File: src/cfd_pkg.sv
`default_nettype none
package cfd_pkg;
    // command kinds presented on cmd_kind
    typedef enum logic [1:0] {
        CFD_CMD_STATUS      = 2'b00,
        CFD_CMD_READ_BIN    = 2'b01,
        CFD_CMD_UPDATE_BIN  = 2'b10,
        CFD_CMD_READ_REC    = 2'b11
    } cfd_cmd_t;

    typedef enum logic [1:0] {
        CFD_IDLE  = 2'b00,
        CFD_READ  = 2'b01,
        CFD_WRITE = 2'b10
    } cfd_state_t;

    // file structures
    localparam logic [1:0] FS_TRANSPARENT = 2'h0;
    localparam logic [1:0] FS_LINEAR      = 2'h1;
    localparam logic [1:0] FS_CYCLIC      = 2'h2;

    // reject codes
    localparam logic [2:0] ERR_NONE      = 3'h0;
    localparam logic [2:0] ERR_PARAM     = 3'h1;
    localparam logic [2:0] ERR_ACCESS    = 3'h2;
    localparam logic [2:0] ERR_TYPE      = 3'h3;
    localparam logic [2:0] ERR_RANGE     = 3'h4;
    localparam logic [2:0] ERR_NO_RECORD = 3'h5;
    localparam logic [2:0] ERR_NOT_FOUND = 3'h6;

    // status command parameter values
    localparam logic [7:0] ST_P1_NONE      = 8'h00;
    localparam logic [7:0] ST_P1_INIT      = 8'h01;
    localparam logic [7:0] ST_P1_TERM      = 8'h02;
    localparam logic [7:0] ST_P2_SELECT    = 8'h00;
    localparam logic [7:0] ST_P2_APP_NAME  = 8'h01;
    localparam logic [7:0] ST_P2_NO_DATA   = 8'h0C;
    localparam logic [1:0] KIND_SELECT     = 2'h0;
    localparam logic [1:0] KIND_APP_NAME   = 2'h1;
    localparam logic [1:0] KIND_NO_DATA    = 2'h2;

    // record read mode field in the second parameter low bits, short file id values and the binary id mark
    localparam logic [2:0] MODE_NEXT     = 3'b010;
    localparam logic [2:0] MODE_PREV     = 3'b011;
    localparam logic [2:0] MODE_ABS      = 3'b100;
    localparam logic [4:0] SFI_CURRENT   = 5'h00;
    localparam logic [4:0] SFI_RESERVED  = 5'h1F;
    localparam logic [2:0] BIN_SFI_MARK  = 3'b100;

    // register byte offsets
    localparam logic [7:0] REG_FILE_CFG = 8'h00;
    localparam logic [7:0] REG_REC_CFG  = 8'h04;
    localparam logic [7:0] REG_STATE    = 8'h08;
    localparam logic [7:0] REG_MEM_ADDR = 8'h0C;
    localparam logic [7:0] REG_MEM_DATA = 8'h10;

    // field positions
    localparam int FILE_CFG_STRUCT_LSB = 0;
    localparam int FILE_CFG_READ_OK    = 2;
    localparam int FILE_CFG_UPDATE_OK  = 3;
    localparam int FILE_CFG_SFI_LSB    = 4;
    localparam int REC_CFG_LEN_LSB     = 0;
    localparam int REC_CFG_COUNT_LSB   = 8;

    // reset values
    localparam logic [1:0] RST_STRUCT    = FS_TRANSPARENT;
    localparam logic [4:0] RST_FILE_SFI  = 5'h01;
    localparam logic [7:0] RST_REC_LEN   = 8'h00;
    localparam logic [7:0] RST_REC_COUNT = 8'h00;

    typedef struct packed {
        logic        bad;
        logic [4:0]  short_file_id;
        logic [14:0] offset;
    } cfd_bin_addr_t;
endpackage : cfd_pkg
`default_nettype wire

File: src/cfd_decoder.sv
// The implementer's own choices: the address map and strobed register access.
`timescale 1ns/1ps
`default_nettype none
module cfd_decoder #(
    parameter int DEPTH = 64
) (
    // clock and reset
    input  wire logic        clock,
    input  wire logic        reset_n,
    // register port
    input  wire logic [7:0]  reg_addr,
    input  wire logic [31:0] reg_wdata,
    input  wire logic        reg_write,
    input  wire logic        reg_read,
    output var  logic [31:0] reg_rdata,
    // command frame
    input  wire logic        cmd_valid,
    input  wire logic [1:0]  cmd_kind,
    input  wire logic [7:0]  cmd_p1,
    input  wire logic [7:0]  cmd_p2,
    input  wire logic [7:0]  cmd_lc,
    input  wire logic [7:0]  cmd_le,
    output var  logic        cmd_ready,
    // update data stream
    input  wire logic        data_in_valid,
    input  wire logic [7:0]  data_in,
    output var  logic        data_in_ready,
    // response stream and completion
    output var  logic        resp_valid,
    output var  logic [7:0]  resp_byte,
    output var  logic        resp_last,
    output var  logic        cmd_done,
    output var  logic        cmd_error,
    output var  logic [2:0]  error_code,
    output var  logic [1:0]  status_kind,
    output var  logic [1:0]  app_indication
);
    localparam int ADDR_W = $clog2(DEPTH);
    localparam logic [16:0] DEPTH17 = 17'(DEPTH);

    typedef struct packed {
        cfd_pkg::cfd_state_t        st;
        logic [1:0]                 fstruct;
        logic                       read_ok;
        logic                       update_ok;
        logic [4:0]                 file_sfi;
        logic [7:0]                 rec_len;
        logic [7:0]                 rec_count;
        logic [7:0]                 rec_ptr;
        logic                       ptr_valid;
        logic [1:0]                 app_ind;
        logic [2:0]                 last_err;
        logic [ADDR_W-1:0]          mem_addr;
        logic [16:0]                pos;
        logic [8:0]                 remain;
        logic [31:0]                rdata;
        logic                       cmd_ready;
        logic                       data_ready;
        logic                       resp_valid;
        logic [7:0]                 resp_byte;
        logic                       resp_last;
        logic                       done;
        logic                       err;
        logic [2:0]                 err_code;
        logic [1:0]                 status_kind;
        logic [DEPTH-1:0][7:0]      mem;
    } cfd_regs_t;

    cfd_regs_t r;
    cfd_regs_t next_r;

    // expected length of zero stands for the full 256 bytes
    function automatic logic [8:0] le_count(input logic [7:0] le);
        le_count = (le == 8'h00) ? 9'h100 : {1'b0, le};
    endfunction : le_count

    function automatic cfd_pkg::cfd_bin_addr_t bin_addr(input logic [7:0] p1, input logic [7:0] p2);
        cfd_pkg::cfd_bin_addr_t a;
        a = '0;
        if (!p1[7]) begin
            a.offset = {p1[6:0], p2};
        end else if (p1[7:5] == cfd_pkg::BIN_SFI_MARK) begin
            a.short_file_id    = p1[4:0];
            a.offset = {7'h00, p2};
        end else begin
            a.bad = 1'b1;
        end
        return a;
    endfunction : bin_addr

    // a short id that is neither zero nor this file's id names a file we do not hold
    function automatic logic sfi_miss(input logic [4:0] short_file_id, input logic [4:0] own);
        sfi_miss = (short_file_id != cfd_pkg::SFI_CURRENT) && (short_file_id != own);
    endfunction : sfi_miss

    cfd_pkg::cfd_bin_addr_t ba;
    logic [16:0] bin_end;
    logic [16:0] rec_start;
    logic [16:0] rec_end;
    logic [7:0]  target;
    logic [7:0]  new_ptr;
    logic        move_ptr;
    logic [2:0]  rej;

    always_comb begin
        next_r = r;
        ba = bin_addr(cmd_p1, cmd_p2);
        bin_end = '0;
        rec_start = '0;
        rec_end = '0;
        target = 8'h00;
        new_ptr = r.rec_ptr;
        move_ptr = 1'b0;
        rej = cfd_pkg::ERR_NONE;
        next_r.done = 1'b0;
        next_r.err = 1'b0;
        next_r.resp_valid = 1'b0;
        next_r.resp_last = 1'b0;
        next_r.rdata = 32'h0000_0000;

        // register port; memory window writes only while idle so commands own the array
        if (reg_write) begin
            case (reg_addr)
                cfd_pkg::REG_FILE_CFG: begin
                    next_r.fstruct = reg_wdata[cfd_pkg::FILE_CFG_STRUCT_LSB +: 2];
                    next_r.read_ok = reg_wdata[cfd_pkg::FILE_CFG_READ_OK];
                    next_r.update_ok = reg_wdata[cfd_pkg::FILE_CFG_UPDATE_OK];
                    next_r.file_sfi = reg_wdata[cfd_pkg::FILE_CFG_SFI_LSB +: 5];
                    // a new file selection forgets the record pointer
                    next_r.ptr_valid = 1'b0;
                end
                cfd_pkg::REG_REC_CFG: begin
                    next_r.rec_len = reg_wdata[cfd_pkg::REC_CFG_LEN_LSB +: 8];
                    next_r.rec_count = reg_wdata[cfd_pkg::REC_CFG_COUNT_LSB +: 8];
                end
                cfd_pkg::REG_MEM_ADDR: begin
                    next_r.mem_addr = reg_wdata[ADDR_W-1:0];
                end
                cfd_pkg::REG_MEM_DATA: begin
                    if (r.st == cfd_pkg::CFD_IDLE) begin
                        next_r.mem[r.mem_addr] = reg_wdata[7:0];
                        next_r.mem_addr = r.mem_addr + 1'b1;
                    end
                end
                default: begin
                end
            endcase
        end
        if (reg_read) begin
            case (reg_addr)
                cfd_pkg::REG_FILE_CFG: next_r.rdata = {23'h0, r.file_sfi, r.update_ok, r.read_ok, r.fstruct};
                cfd_pkg::REG_REC_CFG:  next_r.rdata = {16'h0, r.rec_count, r.rec_len};
                cfd_pkg::REG_STATE:    next_r.rdata = {14'h0, r.st, 2'h0, r.last_err, r.app_ind, r.ptr_valid, r.rec_ptr};
                cfd_pkg::REG_MEM_ADDR: next_r.rdata = 32'(r.mem_addr);
                cfd_pkg::REG_MEM_DATA: next_r.rdata = {24'h0, r.mem[r.mem_addr]};
                default:               next_r.rdata = 32'h0000_0000;
            endcase
        end

        case (r.st)
            cfd_pkg::CFD_IDLE: begin
                if (cmd_valid) begin
                    case (cmd_kind)
                        cfd_pkg::CFD_CMD_STATUS: begin
                            // expected length plays no part; the caller trims the answer
                            if (cmd_p1 != cfd_pkg::ST_P1_NONE && cmd_p1 != cfd_pkg::ST_P1_INIT &&
                                cmd_p1 != cfd_pkg::ST_P1_TERM) begin
                                rej = cfd_pkg::ERR_PARAM;
                            end else if (cmd_p2 == cfd_pkg::ST_P2_SELECT) begin
                                next_r.status_kind = cfd_pkg::KIND_SELECT;
                            end else if (cmd_p2 == cfd_pkg::ST_P2_APP_NAME) begin
                                next_r.status_kind = cfd_pkg::KIND_APP_NAME;
                            end else if (cmd_p2 == cfd_pkg::ST_P2_NO_DATA) begin
                                next_r.status_kind = cfd_pkg::KIND_NO_DATA;
                            end else begin
                                rej = cfd_pkg::ERR_PARAM;
                            end
                            if (rej == cfd_pkg::ERR_NONE) begin
                                next_r.app_ind = cmd_p1[1:0];
                                next_r.done = 1'b1;
                            end else begin
                                next_r.status_kind = r.status_kind;
                            end
                        end
                        cfd_pkg::CFD_CMD_READ_BIN, cfd_pkg::CFD_CMD_UPDATE_BIN: begin
                            bin_end = {2'b00, ba.offset} + ((cmd_kind == cfd_pkg::CFD_CMD_READ_BIN) ?
                                      {8'h00, le_count(cmd_le)} : {9'h000, cmd_lc});
                            if (ba.bad) begin
                                rej = cfd_pkg::ERR_PARAM;
                            end else if (sfi_miss(ba.short_file_id, r.file_sfi)) begin
                                rej = cfd_pkg::ERR_NOT_FOUND;
                            end else if (r.fstruct != cfd_pkg::FS_TRANSPARENT) begin
                                rej = cfd_pkg::ERR_TYPE;
                            end else if (cmd_kind == cfd_pkg::CFD_CMD_READ_BIN && !r.read_ok) begin
                                rej = cfd_pkg::ERR_ACCESS;
                            end else if (cmd_kind == cfd_pkg::CFD_CMD_UPDATE_BIN && !r.update_ok) begin
                                rej = cfd_pkg::ERR_ACCESS;
                            end else if (cmd_kind == cfd_pkg::CFD_CMD_UPDATE_BIN && cmd_lc == 8'h00) begin
                                rej = cfd_pkg::ERR_PARAM;
                            end else if (bin_end > DEPTH17) begin
                                rej = cfd_pkg::ERR_RANGE;
                            end
                            if (rej == cfd_pkg::ERR_NONE) begin
                                next_r.pos = {2'b00, ba.offset};
                                if (cmd_kind == cfd_pkg::CFD_CMD_READ_BIN) begin
                                    next_r.remain = le_count(cmd_le);
                                    next_r.st = cfd_pkg::CFD_READ;
                                end else begin
                                    next_r.remain = {1'b0, cmd_lc};
                                    next_r.st = cfd_pkg::CFD_WRITE;
                                end
                            end
                        end
                        default: begin
                            // record read; the first parameter is ignored in next and previous modes
                            if (cmd_p2[7:3] == cfd_pkg::SFI_RESERVED) begin
                                rej = cfd_pkg::ERR_PARAM;
                            end else if (cmd_p2[2:0] != cfd_pkg::MODE_NEXT && cmd_p2[2:0] != cfd_pkg::MODE_PREV &&
                                         cmd_p2[2:0] != cfd_pkg::MODE_ABS) begin
                                rej = cfd_pkg::ERR_PARAM;
                            end else if (sfi_miss(cmd_p2[7:3], r.file_sfi)) begin
                                rej = cfd_pkg::ERR_NOT_FOUND;
                            end else if (r.fstruct != cfd_pkg::FS_LINEAR && r.fstruct != cfd_pkg::FS_CYCLIC) begin
                                rej = cfd_pkg::ERR_TYPE;
                            end else if (!r.read_ok) begin
                                rej = cfd_pkg::ERR_ACCESS;
                            end else if (le_count(cmd_le) != {1'b0, r.rec_len} || r.rec_count == 8'h00) begin
                                rej = cfd_pkg::ERR_RANGE;
                            end else begin
                                case (cmd_p2[2:0])
                                    cfd_pkg::MODE_NEXT: begin
                                        move_ptr = 1'b1;
                                        if (!r.ptr_valid) begin
                                            target = 8'h01;
                                        end else if (r.rec_ptr >= r.rec_count) begin
                                            if (r.fstruct == cfd_pkg::FS_CYCLIC) begin
                                                target = 8'h01;
                                            end else begin
                                                rej = cfd_pkg::ERR_NO_RECORD;
                                            end
                                        end else begin
                                            target = r.rec_ptr + 8'h01;
                                        end
                                    end
                                    cfd_pkg::MODE_PREV: begin
                                        move_ptr = 1'b1;
                                        if (!r.ptr_valid) begin
                                            target = r.rec_count;
                                        end else if (r.rec_ptr <= 8'h01) begin
                                            if (r.fstruct == cfd_pkg::FS_CYCLIC) begin
                                                target = r.rec_count;
                                            end else begin
                                                rej = cfd_pkg::ERR_NO_RECORD;
                                            end
                                        end else begin
                                            target = r.rec_ptr - 8'h01;
                                        end
                                    end
                                    default: begin
                                        if (cmd_p1 == 8'h00) begin
                                            target = r.rec_ptr;
                                            if (!r.ptr_valid) begin
                                                rej = cfd_pkg::ERR_NO_RECORD;
                                            end
                                        end else if (cmd_p1 > r.rec_count) begin
                                            rej = cfd_pkg::ERR_NO_RECORD;
                                        end else begin
                                            target = cmd_p1;
                                        end
                                    end
                                endcase
                            end
                            rec_start = {1'b0, 16'((target - 8'h01) * r.rec_len)};
                            rec_end = rec_start + {9'h000, r.rec_len};
                            if (rej == cfd_pkg::ERR_NONE && rec_end > DEPTH17) begin
                                rej = cfd_pkg::ERR_RANGE;
                            end
                            if (rej == cfd_pkg::ERR_NONE) begin
                                if (move_ptr) begin
                                    new_ptr = target;
                                    next_r.ptr_valid = 1'b1;
                                end
                                next_r.rec_ptr = new_ptr;
                                next_r.pos = rec_start;
                                next_r.remain = {1'b0, r.rec_len};
                                next_r.st = cfd_pkg::CFD_READ;
                            end
                        end
                    endcase
                    if (rej != cfd_pkg::ERR_NONE) begin
                        next_r.err = 1'b1;
                        next_r.done = 1'b1;
                    end
                    next_r.err_code = rej;
                    next_r.last_err = rej;
                end
            end
            cfd_pkg::CFD_READ: begin
                next_r.resp_valid = 1'b1;
                next_r.resp_byte = r.mem[r.pos[ADDR_W-1:0]];
                next_r.pos = r.pos + 17'h00001;
                next_r.remain = r.remain - 9'h001;
                if (r.remain == 9'h001) begin
                    next_r.resp_last = 1'b1;
                    next_r.done = 1'b1;
                    next_r.st = cfd_pkg::CFD_IDLE;
                end
            end
            cfd_pkg::CFD_WRITE: begin
                if (data_in_valid) begin
                    next_r.mem[r.pos[ADDR_W-1:0]] = data_in;
                    next_r.pos = r.pos + 17'h00001;
                    next_r.remain = r.remain - 9'h001;
                    if (r.remain == 9'h001) begin
                        next_r.done = 1'b1;
                        next_r.st = cfd_pkg::CFD_IDLE;
                    end
                end
            end
            default: begin
                next_r.st = cfd_pkg::CFD_IDLE;
            end
        endcase
        // ready flags follow the state being entered so they match it cycle for cycle
        next_r.cmd_ready = (next_r.st == cfd_pkg::CFD_IDLE);
        next_r.data_ready = (next_r.st == cfd_pkg::CFD_WRITE);
    end

    always_ff @(posedge clock or negedge reset_n) begin
        if (!reset_n) begin
            r <= '0;
            r.st <= cfd_pkg::CFD_IDLE;
            r.fstruct <= cfd_pkg::RST_STRUCT;
            r.file_sfi <= cfd_pkg::RST_FILE_SFI;
            r.rec_len <= cfd_pkg::RST_REC_LEN;
            r.rec_count <= cfd_pkg::RST_REC_COUNT;
            r.cmd_ready <= 1'b1;
        end else begin
            r <= next_r;
        end
    end

    assign reg_rdata = r.rdata;
    assign cmd_ready = r.cmd_ready;
    assign data_in_ready = r.data_ready;
    assign resp_valid = r.resp_valid;
    assign resp_byte = r.resp_byte;
    assign resp_last = r.resp_last;
    assign cmd_done = r.done;
    assign cmd_error = r.err;
    assign error_code = r.err_code;
    assign status_kind = r.status_kind;
    assign app_indication = r.app_ind;
endmodule : cfd_decoder
`default_nettype wire

File: config.mk
export PLATFORM = sky130hd
export DESIGN_NAME = cfd_decoder
export DESIGN_NICKNAME = d
export VERILOG_FILES = /design/src/cfd_pkg.sv /design/src/cfd_decoder.sv
export SDC_FILE = /design/constraint.sdc
export NUM_CORES = 2
export LEC_CHECK = 0
export ABC_CLOCK_PERIOD_IN_PS = 22400
export BUFFER_PORTS_ARGS = -buffer_cell sky130_fd_sc_hd__buf_2
export CAP_MARGIN = 20
export CORE_MARGIN = 2
export CORE_UTILIZATION = 50
export DETAILED_ROUTE_END_ITERATION = 8
export PLACE_DENSITY = 0.71
export SYNTH_ARGS = -nofsm -noshare
export SYNTH_HDL_FRONTEND = slang
export SYNTH_SLANG_ARGS = --single-unit
File: constraint.sdc
create_clock -name clock -period 22.4 [get_ports clock]
set_input_delay 5.6 -clock clock [delete_from_list [all_inputs] [get_ports clock]]
set_output_delay 5.6 -clock clock [all_outputs]
set_load 0.02 [all_outputs]
==> run_results.csv <==
group,metric,value,unit
clock_network,cts.sinks,608,
worst_setup_path,crit_required,22.92,ns
routing,routed_wl,161000,um
global_route,grt_pass1_vias,36725,
timing,tightest_slew,1.34,ns
floorplanning,die-area,0.0858,mm^2
placement,pre_cts_ws,6.51,ns
timing,slew_violations,0,
pwr,switchingPower,1.98,mW
pwr,clkPwrFrac,25.0,%
synthesis,ys_types,83,
layout,fillCellCount,7394,
pwr,switching_share,41.1,%
global_route,grt_max_degree,167,
layout,layout_common_cells,"mux2i_1, nor2_1, a21oi_1",
routing,wl_per_cell,28.1,um
floorplanning,die_x,293,um
timing,rsz0062_at_grt,"false",
routing,viasPerCell,6.76,
timing,fin_setup_tns,0,ns
worst_setup_path,rr_worst_depth,33,
pwr,p_total,4.82,mW
hold_path,hold_depth,2,
synthesis,syn_inst,4728,
worst_setup_path,cp_top_family,"simple AND/OR/NAND/NOR gates",
floorplanning,initial_utilization,50.6,%
pwr,p_int,2.84,mW
routing,route.detailed.drc,0,
timing,min_period,15.39,ns
timing,skew,0.0624,ns
synthesis,ys_ff_latch,608,
timing,fmax,65.0,MHz
floorplanning,core-area,0.0824,mm^2
timing,period_share,68.7,%
timing,setup_violations,0,
placement,dp_hpwl,100000,um
worst_setup_path,slowest_stage,"or4_1",
layout,final_nets,4833,
worst_setup_path,rr_startpoint,"r[601]",
floorplanning,io_pins,141,
clock_network,path_clk_slew,0.06,ns
routing,firstDrtPassIters,9,
worst_setup_path,cp_common_cell,"fa_1",
timing,maxSlewHeadroom,9.93,%
layout,area_growth,8.52,%
clock_network,clockBufferDepth,3,
synthesis,synthFlopType,"dfrtp_1",
timing,layout_setup_ws,7.01,ns
clock_network,cts_inserted_buffers,71,
hold_path,holdCritStartpoint,"status_kind[0]",
worst_setup_path,arrival,15.92,ns
clock_network,ctsResizeCount,0,
synthesis,synth_edf_count,0,
pwr,peakVddDrop,0.0796,mV
hold_path,hold_class,"flop to flop",
placement,port_buffers,110,
worst_setup_path,critPathBufInv,4,
clock_network,ctsHoldBuffers,0,
global_route,antenna_found_initial,4,
clock_network,cts_root_buffer,"clkbuf_16",
synthesis,ys_async_sr_fraction,100,%
floorplanning,die_h,293,um
global_route,grt_first_pass_wirelength,238000,um
worst_setup_path,path_class,"input port to flop",
floorplanning,std_cell_rows,105,
pwr,power.leakage,23.0,nW
flow_run,max_cap_viol_count,0,
routing,ant_nets,0,
global_route,grt_overflow,0,
placement,place_inst,5595,
worst_setup_path,cp_slowest_stage_delay,0.84,ns
synthesis,synth_warnings,0,
clock_network,cts_tree,"yes",
routing,vias,38742,
routing,dr.first_iter.drc_count,5988,
clock_network,htreeDepth,3,
clock_network,post_cts_buffers,0,
worst_setup_path,cp-startpoint,"cmd_p2[4]",
pwr,pwr_density_cell,106,mW/mm^2
clock_network,clk_latency,0.66,ns
layout,drive_above_1_share,9.85,%
hold_path,whs_endpoint,"status_kind[0]",
synthesis,syn_avg_cell_area,8.82,um^2
synthesis,netlist_area,0.0417,mm^2
layout,stdcell_count,5732,
worst_setup_path,r2r_slack,11.21,ns
outcome,outcome,"completed",
synthesis,yosysSeqAreaShare,36.5,%
worst_setup_path,timing.rr.end,"r[603]",
layout,mostFrequentLayoutCell,"mux2i_1",
pwr,power.share.combinational,36.1,%
worst_setup_path,crit_fanout,9,
worst_setup_path,end_kind,"flop",
timing,hold_violations,0,
placement,gp_congestion,1.04,
pwr,pwr-share-seq,38.9,%
worst_setup_path,critPathLaunchType,"input port",
global_route,grt_use_total,36.8,%
flip-flops by register name (all words and copies together), names as in the netlist:
signal / count
r: 569
app_indication: 2
status_kind: 2
cmd_error: 1
error_code: 3
reg_rdata: 18
data_in_ready: 1
cmd_done: 1
resp_byte: 8
resp_valid: 1
resp_last: 1
cmd_ready: 1
Yosys cell counts (all sizes together) (22+ instances only):
cell type  number  area, um^2
a221oi         63         558
nor2          634        2380
nand4          85         532
nor3           38         190
a21oi         619        3100
clkbuf        336        1260
inv           142         533
mux2i         631        6320
a22oi         325        2440
xnor2          37         324
ha             81        1010
fa             57        1140
and2           62         388
buf            84         508
mux2           72         818
nand2         311        1170
a31oi          24         165
a211oi         22         165
nor2b          36         225
o22ai          26         163
nand3          41         205
dfrtp         606       15200
o21ai         129         646
power by group through the flow:
stage                     registers [mW]  logic (mW)  clock network [mW]
final                               1.87        1.74                1.20
after global routing                1.91        1.83                1.25
after CTS                           1.85        1.64                1.20
after detailed placement            1.86        1.63                   0
after global placement              1.84        1.60                   0
after floorplan                     1.73        1.12                   0
cell type report:
cell class | instances | area (um^2) | share of cell area, %
repair buffers | 213 | 1430 | 3.16
multi-input cells | 3570 | 24300 | 53.8
clock inverters | 15 | 169 | 0.373
inverters | 143 | 537 | 1.19
clock buffers | 110 | 2220 | 4.90
diodes | 3 | 7.51 | 0.0166
well taps | 1070 | 1340 | 2.96
flip-flops and latches | 608 | 15200 | 33.6
routing by layer:
layer  vias up  wire (um)  global-route usage, %
li1      16758          -                      -
met1     18360      59300                   46.2
met2      2879      68000                   54.0
met3       741      21700                   12.9
met4         4      11800                   23.2
met5         -         99                  0.851
cells by family after synthesis:
kind of cell,count (synthesis),share of synthesized area [%]
XOR/XNOR,55,1.15
adder cells (fa/ha/maj),138,5.16
flip-flops,608,36.5
other,1,0.00899
multiplexers,716,17.8
AO/OA/AOI/OAI,1329,19.8
buffers and inverters,563,5.53
AND/OR/NAND/NOR,1318,14.1
worst min-delay path, delay by kind of cell, from the launching register on:
family | cells | cell delay, ns
AO/OA/AOI/OAI | 1 | 0.06
AND/OR/NAND/NOR | 1 | 0.05
flip-flops | 1 | 0.35
through the flow:
stage                     hold WS (ns)  instance area [um^2]  util, %
final                            0.492                 45300     55.0
after global routing             0.523                 45300     55.0
after CTS                        0.483                 45100     54.8
after global placement           0.462                 42700     51.9
after floorplan                  0.450                 41800        -
after detailed placement         0.470                 42800     51.9
worst max path at each step:
stage          cells past startpoint     end  slack, ns
2_1_floorplan                     32  r[603]       8.55
3_3_place_gp                      30  r[603]       6.58
3_5_place_dp                      30  r[603]       6.51
4_1_cts                           30  r[603]       7.10
5_1_grt                           30  r[603]       6.45
6_report                          30  r[603]       7.01
Power figures use the tool's default switching activity.
